## src/tcc_params.svh

```systemverilog
// timing counts, field codes and fixed values for the timer channel
// assumes inclusion by bare name from the timer package and modules
`ifndef TCC_PARAMS_SVH
`define TCC_PARAMS_SVH

// operating modes carried by op_mode_hi/op_mode_lo
`define TCC_MODE_STOP   2'b00
`define TCC_MODE_FREE   2'b01
`define TCC_MODE_EDGECL 2'b10
`define TCC_MODE_MATCH  2'b11

// count clock select codes and prescaler masks
`define TCC_PRE_DIV2    2'b00
`define TCC_PRE_DIV4    2'b01
`define TCC_PRE_DIV16   2'b10
`define TCC_PRE_PIN     2'b11
`define TCC_MASK_DIV2   8'h01
`define TCC_MASK_DIV4   8'h03
`define TCC_MASK_DIV16  8'h0f
// filter sampling rate while the pin is the count clock
`define TCC_MASK_FILT   8'h03

// edge select codes
`define TCC_EDGE_FALL   2'b00
`define TCC_EDGE_RISE   2'b01
`define TCC_EDGE_NONE   2'b10
`define TCC_EDGE_BOTH   2'b11

// counter values
`define TCC_CNT_ZERO    16'h0000
`define TCC_CNT_ONE     16'h0001
`define TCC_CNT_MAX     16'hffff
`define TCC_RST_PRE     8'h00

`endif

```

## src/tcc_pkg.sv

```systemverilog
// types shared by the timer channel modules
// assumes tcc_params.svh is on the include path
package tcc_pkg;
  `include "tcc_params.svh"

  // static configuration written by software
  typedef struct packed {
    logic [1:0] op_mode;        // op_mode_hi, op_mode_lo
    logic [1:0] prescaler_edge_select;
    logic [1:0] edge_sel_a;     // edge_sel_a_high, edge_sel_a_low
    logic [1:0] edge_sel_b;
    logic       cap_mode_zero;  // 1: capture_compare_zero captures
    logic       cap_mode_one;   // 1: capture_compare_one captures
    logic       reverse_phase_capture;
    logic       one_shot_en;
  } tcc_cfg_t;

  // one-shot output sequencer
  typedef enum logic [1:0] {
    TCC_OSP_IDLE   = 2'b00,
    TCC_OSP_ARMED  = 2'b01,
    TCC_OSP_ACTIVE = 2'b11
  } tcc_osp_t;
endpackage

```

## src/tcc_edge_filter.sv

```systemverilog
// two-sample noise filter and edge detector for one trigger pin
// assumes pin synchronous to clk; sample_en is a one-cycle pulse
module tcc_edge_filter (
  input  wire logic clk_i,
  input  wire logic rst_n_i,
  input  wire logic sample_en_i,
  input  wire logic pin_i,
  output logic      rise_o,
  output logic      fall_o
);
  import tcc_pkg::*;

  logic [1:0] samp;   // last two samples
  logic       lvl;    // accepted level, zero after reset and after two low samples
  logic       next_lvl;

  // accept a level once seen on two sampling clocks in a row
  assign next_lvl = (samp == 2'b11) ? 1'b1 :
                    (samp == 2'b00) ? 1'b0 : lvl;

  // lvl starts low, so a high pin right after reset reads as a rise
  always_ff @(posedge clk_i or negedge rst_n_i) begin
    if (!rst_n_i) begin
      samp   <= 2'b00;
      lvl    <= 1'b0;
      rise_o <= 1'b0;
      fall_o <= 1'b0;
    end else begin
      if (sample_en_i) begin
        samp <= {samp[0], pin_i};
      end
      lvl    <= next_lvl;
      rise_o <= next_lvl & ~lvl;
      fall_o <= ~next_lvl & lvl;
    end
  end

  AST_FILT_TWO: assert property (
    @(posedge clk_i) disable iff (!rst_n_i)
    rise_o |-> $past(samp) == 2'b11 && $past(lvl) == 1'b0)
    else $error("rise without two high samples");
endmodule

```

## src/tcc_timer_channel.sv

```systemverilog
// one 16-bit timer/event counter channel with two capture/compare
// registers, overflow flag, one-shot output and filtered pin edges
// assumes one clock, pins synchronous to it, control bits as ports
// Operation
// - first match may come up to one count clock late after start
// - capture during a read still happens and interrupts; read sees old value
// - compare register contents are undefined after the channel stops
// - overflow flag also sets when match clears counter from FFFFH
// - overflow flag clear before counter reaches 0001H is overridden
// - one-shot works in free-run and edge-clear modes, not match-clear
// - capture triggered by pin a fails when pin a is count clock
// - capture on count clock fall, interrupt on next count clock rise
// - reverse phase: no capture-zero interrupt; pin-b edge gives interrupt
// - high pin at first enable after reset reads as a rising edge
// - pin-a filter samples at clock/4 as count clock, else count clock
// - a valid edge needs the new level on two samples running
module tcc_timer_channel (
  input  wire logic            core_clk_i,
  input  wire logic            rst_n_i,
  input  wire tcc_pkg::tcc_cfg_t cfg_i,
  input  wire logic            trigger_input_a_i,
  input  wire logic            trigger_input_b_i,
  input  wire logic            cmp_wr_i,
  input  wire logic            cmp_sel_i,
  input  wire logic [15:0]     cmp_data_i,
  input  wire logic            rd_i,
  input  wire logic            rd_sel_i,
  input  wire logic            ovf_clr_i,
  input  wire logic            one_shot_trig_i,
  output logic [15:0]          rd_data_o,
  output logic [15:0]          timer_count_value_o,
  output logic                 overflow_flag_o,
  output logic                 match_capture_irq_zero_o,
  output logic                 match_capture_irq_one_o,
  output logic                 timer_output_pin_o
);
  import tcc_pkg::*;

  // edge select decode, shared by both pins and the reverse phase path
  function automatic logic edge_hit(input logic [1:0] sel,
                                    input logic       rise,
                                    input logic       fall);
    edge_hit = (sel == `TCC_EDGE_RISE) ? rise :
               (sel == `TCC_EDGE_FALL) ? fall :
               (sel == `TCC_EDGE_BOTH) ? (rise | fall) : 1'b0;
  endfunction

  logic [1:0]  rst_sync;
  logic        rst_n;
  logic [7:0]  pre;
  logic [7:0]  pre_mask;
  logic [15:0] count;
  logic [15:0] cr0;
  logic [15:0] cr1;
  logic        pin_tick_d;
  logic        pcap0;
  logic        pcap1;
  logic        pirq0;
  logic        pirq1;
  logic        ovf_hold;
  logic        ever_run;
  tcc_osp_t    osp;
  tcc_osp_t    next_osp;
  logic [1:0]  smp_en;
  logic [1:0]  pin_raw;
  logic [1:0]  rise;
  logic [1:0]  fall;

  // reset release through two flops, assertion stays asynchronous
  always_ff @(posedge core_clk_i or negedge rst_n_i) begin
    if (!rst_n_i) begin
      rst_sync <= 2'b00;
    end else begin
      rst_sync <= {rst_sync[0], 1'b1};
    end
  end
  assign rst_n = rst_sync[1];

  // configuration decode
  wire run     = cfg_i.op_mode != `TCC_MODE_STOP;
  wire pin_cnt = cfg_i.prescaler_edge_select == `TCC_PRE_PIN;
  wire rev     = cfg_i.reverse_phase_capture;
  wire m_match = cfg_i.op_mode == `TCC_MODE_MATCH;
  wire m_edgec = cfg_i.op_mode == `TCC_MODE_EDGECL;

  // free-running prescaler; never aligned to start, so the first
  // count tick lands anywhere within one count period
  always_ff @(posedge core_clk_i or negedge rst_n) begin
    if (!rst_n) begin
      pre <= `TCC_RST_PRE;
    end else begin
      pre <= pre + 8'h01;
    end
  end

  // count clock rise and fall pulses, internal or from pin a
  assign pre_mask =
    (cfg_i.prescaler_edge_select == `TCC_PRE_DIV2) ? `TCC_MASK_DIV2 :
    (cfg_i.prescaler_edge_select == `TCC_PRE_DIV4) ? `TCC_MASK_DIV4 :
    `TCC_MASK_DIV16;
  wire int_rise = (pre & pre_mask) == pre_mask;
  wire int_fall = (pre & pre_mask) == (pre_mask >> 1);
  wire filt_en  = (pre & `TCC_MASK_FILT) == `TCC_MASK_FILT;
  wire a_hit    = edge_hit(cfg_i.edge_sel_a, rise[0], fall[0]);
  wire b_hit    = edge_hit(cfg_i.edge_sel_b, rise[1], fall[1]);
  // reverse phase capture uses the edge opposite to the selected one
  wire a_rev    = edge_hit(cfg_i.edge_sel_a, fall[0], rise[0]);
  wire tick_r   = pin_cnt ? (a_hit & run) : int_rise;
  wire tick_f   = pin_cnt ? pin_tick_d : int_fall;

  // filters hold their reset level until the first enable, so a pin
  // already high then reads as a rise; afterwards they keep sampling, except pin b while pin a clocks a stopped channel
  always_ff @(posedge core_clk_i or negedge rst_n) begin
    if (!rst_n) begin
      ever_run <= 1'b0;
    end else if (run) begin
      ever_run <= 1'b1;
    end
  end
  wire filt_on = ever_run | run;

  // pin a samples at clock/4 as count clock, else at the count clock
  assign smp_en[0] = filt_on & (pin_cnt ? filt_en : tick_r);
  assign smp_en[1] = filt_on & tick_r;
  assign pin_raw   = {trigger_input_b_i, trigger_input_a_i};

  // one filter per trigger pin; the filters run while stopped, pin b only
  // with an internal count clock, so a stop and re-enable shows no false edge
  genvar gi;
  generate
    for (gi = 0; gi < 2; gi++) begin : g_filt
      tcc_edge_filter u_filt (
        .clk_i       (core_clk_i),
        .rst_n_i     (rst_n),
        .sample_en_i (smp_en[gi]),
        .pin_i       (pin_raw[gi]),
        .rise_o      (rise[gi]),
        .fall_o      (fall[gi])
      );
    end
  endgenerate

  // compare matches on the count clock rise
  wire match0 = tick_r & run & ~cfg_i.cap_mode_zero & (count == cr0);
  wire match1 = tick_r & run & ~cfg_i.cap_mode_one & (count == cr1);
  // a zero compare value would clear every tick in this mode
  wire clr_match = m_match & match0;
  wire clr_edge  = m_edgec & run & a_hit;
  wire ovf_evt   = tick_r & run & (count == `TCC_CNT_MAX);

  // capture triggers; pin a cannot trigger while it is the count clock
  wire trig0 = run & cfg_i.cap_mode_zero &
               (rev ? (a_rev & ~pin_cnt) : b_hit);
  wire trig1 = run & cfg_i.cap_mode_one & a_hit & ~pin_cnt;
  // in reverse phase a pin-b edge only raises the zero interrupt
  wire ext0  = run & cfg_i.cap_mode_zero & rev & b_hit;

  // counter; stop clears it, match or pin-a edge restarts it
  always_ff @(posedge core_clk_i or negedge rst_n) begin
    if (!rst_n) begin
      count <= `TCC_CNT_ZERO;
    end else if (!run || clr_edge) begin
      count <= `TCC_CNT_ZERO;
    end else if (tick_r) begin
      count <= clr_match ? `TCC_CNT_ZERO : count + `TCC_CNT_ONE;
    end
  end

  // capture pending flags: edge arms, count clock fall captures,
  // next count clock rise raises the interrupt
  always_ff @(posedge core_clk_i or negedge rst_n) begin
    if (!rst_n) begin
      pcap0 <= 1'b0;
      pcap1 <= 1'b0;
      pirq0 <= 1'b0;
      pirq1 <= 1'b0;
      pin_tick_d <= 1'b0;
    end else begin
      pin_tick_d <= pin_cnt & a_hit & run;
      pcap0 <= trig0 | (pcap0 & ~tick_f);
      pcap1 <= trig1 | (pcap1 & ~tick_f);
      // reverse phase capture raises no interrupt of its own
      pirq0 <= (tick_f & pcap0 & ~rev) | ext0 |
               (pirq0 & ~tick_r);
      pirq1 <= (tick_f & pcap1) | (pirq1 & ~tick_r);
    end
  end

  // compare registers: software write or capture; a capture in the
  // same cycle as a read still lands, the read sees the old value
  // contents after stop are left as they are and carry no meaning
  always_ff @(posedge core_clk_i or negedge rst_n) begin
    if (!rst_n) begin
      cr0 <= `TCC_CNT_ZERO;
      cr1 <= `TCC_CNT_ZERO;
    end else begin
      if (tick_f & pcap0) begin
        cr0 <= count;
      end else if (cmp_wr_i & ~cmp_sel_i) begin
        cr0 <= cmp_data_i;
      end
      if (tick_f & pcap1) begin
        cr1 <= count;
      end else if (cmp_wr_i & cmp_sel_i) begin
        cr1 <= cmp_data_i;
      end
    end
  end

  // read data register
  always_ff @(posedge core_clk_i or negedge rst_n) begin
    if (!rst_n) begin
      rd_data_o <= `TCC_CNT_ZERO;
    end else if (rd_i) begin
      rd_data_o <= rd_sel_i ? cr1 : cr0;
    end
  end

  // interrupt pulses on the count clock rise
  assign match_capture_irq_zero_o = match0 | (tick_r & pirq0);
  assign match_capture_irq_one_o  = match1 | (tick_r & pirq1);
  assign timer_count_value_o      = count;

  // overflow: a wrap or a match clear from the top value sets it; it
  // cannot be cleared until the counter leaves zero; set beats clear
  always_ff @(posedge core_clk_i or negedge rst_n) begin
    if (!rst_n) begin
      ovf_hold        <= 1'b0;
      overflow_flag_o <= 1'b0;
    end else begin
      ovf_hold <= ovf_evt | (ovf_hold & run & ~tick_r);
      overflow_flag_o <= ovf_evt | ovf_hold |
                         (overflow_flag_o & ~ovf_clr_i);
    end
  end

  // one-shot: trigger arms, match one drives active, match zero ends;
  // triggers while active are ignored; no one-shot in match-clear mode
  wire osp_ok = cfg_i.one_shot_en &
                (cfg_i.op_mode == `TCC_MODE_FREE | m_edgec);
  always_comb begin
    next_osp = osp;
    case (osp)
      TCC_OSP_IDLE: begin
        if (one_shot_trig_i) begin
          next_osp = TCC_OSP_ARMED;
        end
      end
      TCC_OSP_ARMED: begin
        if (tick_r & run & (count == cr1)) begin
          next_osp = TCC_OSP_ACTIVE;
        end
      end
      TCC_OSP_ACTIVE: begin
        if (tick_r & run & (count == cr0)) begin
          next_osp = TCC_OSP_IDLE;
        end
      end
      default: next_osp = TCC_OSP_IDLE;
    endcase
    if (!osp_ok) begin
      next_osp = TCC_OSP_IDLE;
    end
  end

  always_ff @(posedge core_clk_i or negedge rst_n) begin
    if (!rst_n) begin
      osp                <= TCC_OSP_IDLE;
      timer_output_pin_o <= 1'b0;
    end else begin
      osp                <= next_osp;
      timer_output_pin_o <= next_osp == TCC_OSP_ACTIVE;
    end
  end

  AST_START_TICK: assert property (
    @(posedge core_clk_i) disable iff (!rst_n)
    (run && !tick_r && !clr_edge) |=> $stable(count))
    else $error("counter moved without a count tick");

  AST_OVF_MATCH: assert property (
    @(posedge core_clk_i) disable iff (!rst_n)
    (clr_match && count == `TCC_CNT_MAX) |=>
      overflow_flag_o && count == `TCC_CNT_ZERO)
    else $error("match clear from top did not set overflow");

  AST_OVF_STICK: assert property (
    @(posedge core_clk_i) disable iff (!rst_n)
    (ovf_evt ##1 (ovf_clr_i && count == `TCC_CNT_ZERO)) |=>
      overflow_flag_o)
    else $error("overflow cleared before counter left zero");

  AST_OSP_MODE: assert property (
    @(posedge core_clk_i) disable iff (!rst_n)
    (m_match ##1 m_match) |-> !timer_output_pin_o)
    else $error("one-shot output in match-clear mode");

  AST_PIN_CAP: assert property (
    @(posedge core_clk_i) disable iff (!rst_n)
    (pin_cnt && cfg_i.cap_mode_one && !cmp_wr_i) |=> $stable(cr1))
    else $error("pin-a capture while pin a is count clock");

  AST_CAP_TIME: assert property (
    @(posedge core_clk_i) disable iff (!rst_n)
    (tick_f && pcap1) |=> cr1 == $past(count) && pirq1)
    else $error("capture not taken on count clock fall");

  AST_REV_IRQ: assert property (
    @(posedge core_clk_i) disable iff (!rst_n)
    (rev && tick_f && pcap0 && !ext0 && !pirq0) |=> !pirq0)
    else $error("reverse phase capture raised an interrupt");

  AST_FILT_RATE: assert property (
    @(posedge core_clk_i) disable iff (!rst_n)
    (pin_cnt && smp_en[0]) |=> (!pin_cnt || !smp_en[0])[*3])
    else $error("pin-a filter sampled at wrong rate");

  AST_READ_CAP: assert property (
    @(posedge core_clk_i) disable iff (!rst_n)
    (rd_i && tick_f && pcap0 && !rev) |=> pirq0 && cr0 == $past(count))
    else $error("capture lost during read");
endmodule

```

## config.mk

```make
export PLATFORM = sky130hd
export DESIGN_NAME = tcc_timer_channel
export DESIGN_NICKNAME = d
export VERILOG_FILES = /design/src/tcc_pkg.sv /design/src/tcc_edge_filter.sv /design/src/tcc_timer_channel.sv
export VERILOG_INCLUDE_DIRS = /design/src /design/src/src
export SDC_FILE = /design/constraint.sdc
export NUM_CORES = 1
export LEC_CHECK = 0
export BUFFER_PORTS_ARGS = -buffer_cell sky130_fd_sc_hd__buf_2
export CAP_MARGIN = 20
export CORE_AREA = 4 4 131 133
export CTS_CLUSTER_DIAMETER = 120
export CTS_CLUSTER_SIZE = 30
export DETAILED_ROUTE_END_ITERATION = 7
export DIE_AREA = 0 0 135 137
export GPL_TIMING_DRIVEN = 0
export SYNTH_ARGS = -nofsm -noshare
export SYNTH_HDL_FRONTEND = slang
export SYNTH_SLANG_ARGS = --single-unit
```

## constraint.sdc

```tcl
create_clock -name core_clk_i -period 3.5 [get_ports core_clk_i]
set_input_delay 0.175 -clock core_clk_i [delete_from_list [all_inputs] [get_ports core_clk_i]]
set_output_delay 0.175 -clock core_clk_i [all_outputs]
set_load 0.1 [all_outputs]
```

; After elaboration in Yosys (flattened, before gate mapping)
; Index checks and enable logic that the tools add are counted.
[totals]
ff_bits = 95
elab_cells = 159
[classes]
n_addsub = 2
n_eq_ne = 20
bitwise = 70
reduce_logical = 12
muxes = 31
[op_table]
columns = cell, n
row1 = 16-bit two-way mux, 8
row2 = 1-bit AND, 43
row3 = 16-bit == test, 2
row4 = 2-bit == test (second input constant), 10
row5 = 16-bit by 1-bit adder with 16-bit output (second input constant), 1
row6 = 16-bit == test (second input constant), 1
row7 = 1-bit two-way mux, 16
row8 = 1-bit OR, 14
row9 = 2-bit zero test, 6
row10 = 1-bit inverter, 12
row11 = 2-bit by 1-bit == test with 1-bit output (second input constant), 5
row12 = 8-bit by 1-bit adder with 8-bit output (second input constant), 1
row13 = 8-bit by 4-bit AND with 8-bit output, 1
row14 = 8-bit by 3-bit == test with 1-bit output, 1
row15 = 8-bit by 4-bit == test with 1-bit output, 1
row16 = 2-bit two-way mux, 4
row17 = 4-bit two-way mux, 2
row18 = 2-bit nonzero test, 4
row19 = 2-bit case mux with 3 select lines, 1
row20 = 1-bit zero test, 1
row21 = 1-bit logical OR, 1

; Logic depth before layout (Yosys ltp)
; Gate-level depths: netlist (run 1).
[depth]
ltp_word = 13
depth_mapped = 8
depth_no_buf = 7

; By module
; From an unflattened synthesis (run 1), not the netlist that was laid out.
[hier_totals]
cells_unflattened = 475
hier_area_um2 = 4680.7
[modules_own_cells]
columns = mod, area_per_inst_um2, cells_per_inst, seq_area_each_um2, n_inst
row1 = tcc_timer_channel, 4330.4, 455, 2026.9, 1
row2 = tcc_edge_filter, 175.2, 10, 125.1, 2

; Worst setup path after synthesis (run 1)
; OpenSTA, ideal clock, no wires.
[synth_timing]
path_kind = register to output
from = reg count[5] (netlist: timer_count_value_o[5])
to = out match_capture_irq_zero_o
path_slack_ns = -0.856
required_time_ns = 3.325
path_stages_with_launch = 6
arrival_ns = 4.181
n_path_buf = 1
cell_sequence = dfrtp_1 -> clkbuf_1 -> xor2_1 -> nor4_1 -> nand4_1 -> o32ai_1
[synth_via]
elab_chain_len = 3
[synth_lines]
columns = element, line
row1 = start: declaration, tcc_timer_channel.sv:52  ; logic [15:0] count;
row2 = start signal: assignment, tcc_timer_channel.sv:161  ; count <= `TCC_CNT_ZERO;
row3 = start signal: assignment, tcc_timer_channel.sv:163  ; count <= `TCC_CNT_ZERO;
row4 = start signal: assignment, tcc_timer_channel.sv:165  ; count <= clr_match ? `TCC_CNT_ZERO : count + `TCC_CNT_ONE;
row5 = 16-bit == test, tcc_timer_channel.sv:144  ; wire match0 = tick_r & run & ~cfg_i.cap_mode_zero & (count == cr0);
row6 = 1-bit AND, tcc_timer_channel.sv:144
row7 = 1-bit OR, tcc_timer_channel.sv:220  ; assign match_capture_irq_zero_o = match0 | (tick_r & pirq0);
row8 = end: declaration, tcc_timer_channel.sv:33  ; output logic match_capture_irq_zero_o,
; No other way between the ends.

; Final worst setup path (run 1)
[layout_timing]
from = reg count[4] (netlist: timer_count_value_o[4])
to = out match_capture_irq_one_o
[layout_via]
elab_chain_len = 3
[layout_lines]
columns = element, line
row1 = 16-bit == test, tcc_timer_channel.sv:145  ; wire match1 = tick_r & run & ~cfg_i.cap_mode_one & (count == cr1);
row2 = 1-bit AND, tcc_timer_channel.sv:145
row3 = 1-bit OR, tcc_timer_channel.sv:221  ; assign match_capture_irq_one_o = match1 | (tick_r & pirq1);
row4 = end: declaration, tcc_timer_channel.sv:34  ; output logic match_capture_irq_one_o,
; No other way between the ends.

==> results of run 1 <==
[report_power, final]
group	switching, mW	leakage [nW]	internal (mW)
Combinational	0.658	1.44	0.261
Sequential	0.138	1.13	1.22
Clock	0.414	0.148	0.594
Total	1.21	2.73	2.08
[metal layers]
metal	wire length [µm]	track usage, %	up-vias
met5	0	0	-
met4	104	3.42	0
met3	800	3.60	12
met2	6090	24.0	113
met1	5600	18.2	1871
li1	-	-	1853
[worst paths after layout]
check,from,endpoint
max,timer_count_value_o[4]$_DFFE_PN0P_,match_capture_irq_one_o
min,trigger_input_a_i,g_filt[0].u_filt.samp[0]$_DFFE_PN0P_
max reg2reg,timer_count_value_o[5]$_DFFE_PN0P_,timer_count_value_o[3]$_DFFE_PN0P_
min reg2reg,rst_sync[1]$_DFF_PN0_,g_filt[1].u_filt.fall_o$_DFF_PN0_
max in group asynchronous,rst_sync[1]$_DFF_PN0_,timer_count_value_o[11]$_DFFE_PN0P_
min in group asynchronous,rst_n_i,rst_sync[1]$_DFF_PN0_
[synthesized netlist by cell type (all sizes together), types with 2 or more instances]
master	n	share of area, %
inv	13	1.0
a21oi	47	5.0
nor2	41	3.3
buf	5	0.58
nor4	6	0.79
mux2i	48	10
xor2	26	4.8
or4	7	1.1
o31ai	10	1.6
and4b	2	0.45
and3	3	0.40
nor3b	3	0.48
nand4	9	1.2
xnor2	12	2.2
a22o	3	0.56
ha	5	1.3
o21ai	27	2.9
nand2b	2	0.26
or3	8	1.1
dfrtp	91	48
mux2	4	0.95
and4	2	0.37
o22ai	3	0.40
nand2	36	2.9
o31a	2	0.37
nor3	2	0.32
nor2b	4	0.53
maj3	2	0.42
nand3	8	0.85
clkbuf	31	2.5
[sequential cells by signal (all words and copies together), names as in the netlist]
| register | flops |
|---|---|
| cr0 | 16 |
| cr1 | 16 |
| ever_run | 1 |
| g_filt.u_filt.fall_o | 2 |
| g_filt.u_filt.lvl | 2 |
| g_filt.u_filt.rise_o | 2 |
| g_filt.u_filt.samp | 4 |
| osp | 2 |
| overflow_flag_o | 1 |
| ovf_hold | 1 |
| pcap0 | 1 |
| pcap1 | 1 |
| pin_tick_d | 1 |
| pirq0 | 1 |
| pirq1 | 1 |
| pre | 4 |
| rd_data_o | 16 |
| rst_sync | 2 |
| timer_count_value_o | 16 |
| timer_output_pin_o | 1 |
[metrics by stage]
stage                     utilization (%)  instances
after global routing                 36.2        782
after detailed placement             34.1        765
final                                36.2        782
after global placement               33.9        764
after CTS                            36.2        782
after floorplan                         -        477
[cell families after synthesis]
group,Yosys count
muxes,52
other,1
adders and majority gates,7
AOI/OAI and AO/OA,104
buffers and inverters,49
and+or+nand+nor,135
DFF,91
xor gates and xnor gates,38
[cell usage in the layout, fill, tap and decap left out, types with 4 or more instances in the layout]
master	Yosys	layout
or3_1	8	8
nor2_1	41	41
buf_2	4	75
nand2_1	35	35
mux2_2	4	4
inv_1	12	12
nor4_1	6	6
clkbuf_1	31	31
a21oi_1	47	47
or4_1	7	7
o21ai_1	6	6
dfrtp_1	91	90
nand4_1	9	9
xnor2_1	12	12
nand3_1	8	8
ha_1	5	5
nor2b_1	4	4
o21ai_0	21	21
xor2_1	26	26
mux2i_1	48	48
clkbuf_16	0	9
o31ai_1	10	10
[critical path, delay by kind of cell, from the launching register on]
| family | cells | cell delay, ns |
|---|---|---|
| DFF | 1 | 0.34 |
| and+or+nand+nor | 3 | 1.09 |
| AOI/OAI and AO/OA | 1 | 0.19 |
| xor gates and xnor gates | 1 | 0.15 |
| buffers and inverters | 2 | 0.83 |
[final cells by class]
cell class,count,area (µm²)
buffer,36,144
clock buffer,11,253
clock inverter,5,58.8
fill,1605,10100
inverter,13,48.8
multi-input combinational,337,2270
sequential,91,2280
tap,216,270
timing repair buffer,73,393
==> impl_metrics.csv, run 1 <==
group,metric,value,unit
placed_design,io_buffer_count,71,
sta,fin_tns_setup,0,ns
worst_setup_path,reg2regPathDepth,7,
sta,fin_ws,0.389,ns
global_route,grt_start_max_net_pins,72,
floorplanning,die_w,135,µm
yosys,ys_types,51,
clocking,cts_buffers,9,
worst_setup_path,r2r_slack,0.79,ns
worst_setup_path,path_max_fanout,9,
cells_and_area,diodes,0,
worst_setup_path,endpoint_kind,"primary output",
clocking,clock_latency,0.35,ns
yosys,synthCells,477,
global_route,grt.overflow.total,0,
sta,slew_viol_final,0,
hold_path,holdCritPathClass,"input pin to flip-flop",
cells_and_area,areaGrowthSynthToFinish,21.0,%
clocking,cts_setup_buffers,0,
worst_setup_path,crit_slowest_cell,"or4_1",
clocking,cts_tree,"built",
yosys,yosysWarnings,0,
worst_setup_path,slowest_delay,0.64,ns
floorplanning,rows,46,
worst_setup_path,critPathRequiredTime,3.32,ns
clocking,htreeDepth,3,
cells_and_area,fin_area,5720,µm²
route,drt-initial-drc-count,258,
power_and_ir_drop,total_power,3.29,mW
yosys,yosys.area_share.simple,14.3,%
sta,hold_viol,0,
sta,worst_pin_slew,0.838,ns
clocking,post_cts_resize_count,0,
global_route,grt_use_total,14.2,%
clocking,cts_sinks,91,
yosys,synth.mux.area_fraction,11.1,%
yosys,synth_compound_area_share,13.5,%
hold_path,whs_path_depth,2,
sta,rsz0062_at_grt,"false",
sta,maxSlewHeadroom,44.2,%
clocking,cts_hold_buf,1,
sta,fmax,321,MHz
worst_setup_path,critPathKind,"flip-flop to primary output",
route,antenna_left,0,
clocking,cts.reportedPaths.clkPinSlew,0.06,ns
floorplanning,initial_utilization,29.9,%
placed_design,gp_congestion,0.811,
sta,min_period,3.11,ns
worst_setup_path,cp.arrival,2.94,ns
global_route,antenna_found_initial,0,
yosys,synth_adder_area_share,1.75,%
yosys,synth_seq_area_share,48.1,%
floorplanning,ios,74,
floorplanning,die-area,18500,µm²
clocking,root_buffer,"clkbuf_16",
yosys,synth-edff-count,0,
clocking,clockBufferDepth,2,
sta,fin_skew,0.0113,ns
route,avgRoutedWirePerCell,16.1,µm
route,drc,0,
cells_and_area,drive_gt1_share,18.9,%
placed_design,postPlaceCellArea,5400,µm²
global_route,grt_pass1_wl,20400,µm
run_status,outcome,"finished, final reports clean",
placed_design,pre_cts_ws,0.780,ns
yosys,avgSynthCellArea,9.92,µm²
yosys,synth_area,4730,µm²
yosys,synth-xor-area-share,7.04,%
floorplanning,coreArea,15800,µm²
run,max_cap_viol_count,0,
global_route,grt_pass1_vias,3957,
yosys,async_reset_ff_share,100,%
placed_design,dp_hpwl,9440,µm
sta,fin_crit_sh,88.9,%
floorplanning,die_h,137,µm
power_and_ir_drop,leakage,2.73,nW
route,wirelength,12600,µm
yosys,synth_fp_nets,520,
sta,finalSetupViolCount,0,
cells_and_area,nets,604,
power_and_ir_drop,ir_drop,0.000310,V
yosys,synthFlopType,"dfrtp_1",
route,drt_pass1_iterations,6,
sta,timing.hold.ws,0.0674,ns
worst_setup_path,cp_cell_sequence,"clkbuf_1, xor2_1, nor4_1, nand2_1, or4_1, o22ai_2, buf_2",
worst_setup_path,cp-start-kind,"flip-flop",
yosys,synth_top_family_by_area,"simple AND/OR/NAND/NOR gates",
power_and_ir_drop,power.density,574,nW/µm²
route,vias,3849,
yosys,ys_ff_latch,91,
route,vias_per_cell,4.92,
Note: power is estimated with default switching activity, not from simulation.
==> inputs of run 2 (changes only) <==
--- a/config.mk
+++ b/config.mk
@@ -14,6 +14,7 @@
 export DETAILED_ROUTE_END_ITERATION = 7
 export DIE_AREA = 0 0 135 137
 export GPL_TIMING_DRIVEN = 0
+export REMOVE_ABC_BUFFERS = 1
 export SYNTH_ARGS = -nofsm -noshare
 export SYNTH_HDL_FRONTEND = slang
 export SYNTH_SLANG_ARGS = --single-unit
==> run 2 against run 1 <==
  * Sequential share of layout area increased by 0.86 points
  * Critical path depth decreased by 1
  * Clock skew increased by 0.0018 ns
  * Via count decreased by 4.8%
  * Power decreased by 1.6%
  * Die area unchanged
  * Largest cell class unchanged
  * Maximum frequency increased by 0.42%
  * First-iteration DRC count decreased by 37%
==> impl_metrics.csv, run 2 (synthesized netlist as in run 1, its figures left out) <==
group,metric,value,unit
route,vias_per_cell,4.89,
sta,finalSetupViolCount,0,
placed_design,dp_hpwl,8800,µm
placed_design,gp_congestion,0.819,
route,antenna_left,0,
clocking,cts_sinks,91,
route,avgRoutedWirePerCell,16.0,µm
clocking,cts_tree,"built",
route,drt-initial-drc-count,162,
worst_setup_path,reg2reg_to,"timer_count_value_o[10]$_DFFE_PN0P_",
global_route,grt_util_met2,22.3,%
sta,fin_skew,0.0130,ns
cells_and_area,layout_commonest_cell,"dfrtp_1",
global_route,grt_use_total,13.6,%
cells_and_area,areaGrowthSynthToFinish,18.4,%
sta,fin_tns_setup,0,ns
placed_design,io_buffer_count,73,
cells_and_area,utilization,35.4,%
clocking,cts_buffers,9,
sta,fmax,323,MHz
worst_setup_path,critPathKind,"flip-flop to primary output",
hold_path,hp-start,"trigger_input_b_i",
sta,fin_crit_sh,88.5,%
power_and_ir_drop,leakage,2.69,nW
worst_setup_path,cp.arrival,2.92,ns
hold_path,whs_path_depth,2,
cells_and_area,drive_gt1_share,19.3,%
global_route,grt_start_max_net_pins,62,
worst_setup_path,reg2regPathDepth,5,
global_route,busiest_layer,"met2",
sta,hold_viol,0,
clocking,clockBufferDepth,2,
global_route,grt_pass1_vias,3816,
floorplanning,die-area,18500,µm²
sta,worst_pin_slew,1.11,ns
global_route,grt_util_met1,17.1,%
floorplanning,die_w,135,µm
clocking,root_buffer,"clkbuf_16",
worst_setup_path,slowest_delay,0.64,ns
clocking,clock_latency,0.35,ns
cells_and_area,layout_common_cells,"dfrtp_1 (90), buf_2 (73), mux2i_1 (48)",
floorplanning,initial_utilization,29.9,%
route,vias,3666,
worst_setup_path,cp.depth,6,
cells_and_area,final_cell_count_no_fill,750,
global_route,antenna_found_initial,0,
placed_design,place_inst,733,
run_status,outcome,"finished, final reports clean",
sta,rsz0062_at_grt,"false",
cells_and_area,diodes,0,
sta,slew_viol_final,0,
worst_setup_path,crit_buf_inv,1,
floorplanning,ios,74,
worst_setup_path,r2r_slack,0.82,ns
worst_setup_path,crit_slowest_cell,"or4_1",
power_and_ir_drop,ir_drop,0.000334,V
sta,maxSlewHeadroom,26.2,%
hold_path,holdCritPathClass,"input pin to flip-flop",
hold_path,min_to,"g_filt[1].u_filt.samp[0]$_DFFE_PN0P_",
power_and_ir_drop,power.density,577,nW/µm²
sta,min_period,3.10,ns
route,drc,0,
placed_design,pre_cts_ws,0.770,ns
cells_and_area,nets,573,
run,max_cap_viol_count,0,
worst_setup_path,endpoint_kind,"primary output",
cells_and_area,nFillCells,1648,
floorplanning,die_h,137,µm
worst_setup_path,critPathRequiredTime,3.32,ns
route,drt_pass1_iterations,4,
worst_setup_path,cp-start-kind,"flip-flop",
global_route,grt.overflow.total,0,
sta,fin_ws,0.402,ns
worst_setup_path,startpoint,"timer_count_value_o[0]$_DFFE_PN0P_",
global_route,grt_pass1_wl,19600,µm
floorplanning,coreArea,15800,µm²
worst_setup_path,path_max_fanout,10,
clocking,post_cts_resize_count,0,
worst_setup_path,r2r_start,"timer_count_value_o[7]$_DFFE_PN0P_",
worst_setup_path,path_delay_family,"simple AND/OR/NAND/NOR gates",
worst_setup_path,cp_cell_sequence,"xor2_1, nor4_1, nand2_1, or4_1, o22ai_1, buf_2",
floorplanning,rows,46,
clocking,cts.reportedPaths.clkPinSlew,0.06,ns
clocking,htreeDepth,3,
route,wirelength,12000,µm
global_route,use_met3,4.26,%
## run 2: how the worst max path moves through the flow
| stage | endpoint | slack [ns] |
|---|---|---|
| floorplan | match_capture_irq_zero_o | -0.77 |
| global placement | cr0[7]$_DFFE_PN0P_ | -0.82 |
| detailed placement | match_capture_irq_one_o | 0.77 |
| CTS | match_capture_irq_one_o | 0.37 |
| global route | match_capture_irq_one_o | 0.25 |
| finish | match_capture_irq_one_o | 0.40 |
## run 2: where the power goes
part           switching, mW  internal (mW)
combinational          0.627          0.259
clock                  0.385          0.588
sequential             0.153           1.22
## run 2: timing repair
item                      CTS  global route
hold buffers                1             0
hold endpoints to repair    2             0
buffers inserted            0             0
## run 2: final cells by class
class	instances	area (µm²)	area share, %
Sequential cell	91	2280	40.7
Timing Repair Buffer	78	440	7.86
Clock inverter	2	35.0	0.626
Multi-Input combinational cell	337	2260	40.4
Clock buffer	13	260	4.65
Tap cell	216	270	4.83
Inverter	13	48.8	0.871
## run 2: per-layer routing
layer  routed length, µm  part of all wire, %
met2                5780                   48
met5                   0                    0
met3                 799                  6.7
met1                5240                   44
met4                 155                  1.3
## run 2: metrics by stage
step	total power, mW	area [µm²]	hold WS (ns)
final	3.23	5600	0.0709
after global routing	3.41	5600	0.0618
after CTS	3.29	5590	0.0535
after detailed placement	2.29	5280	-0.0384
after global placement	2.25	5220	-0.0399
after floorplan	2.05	4590	-0.121
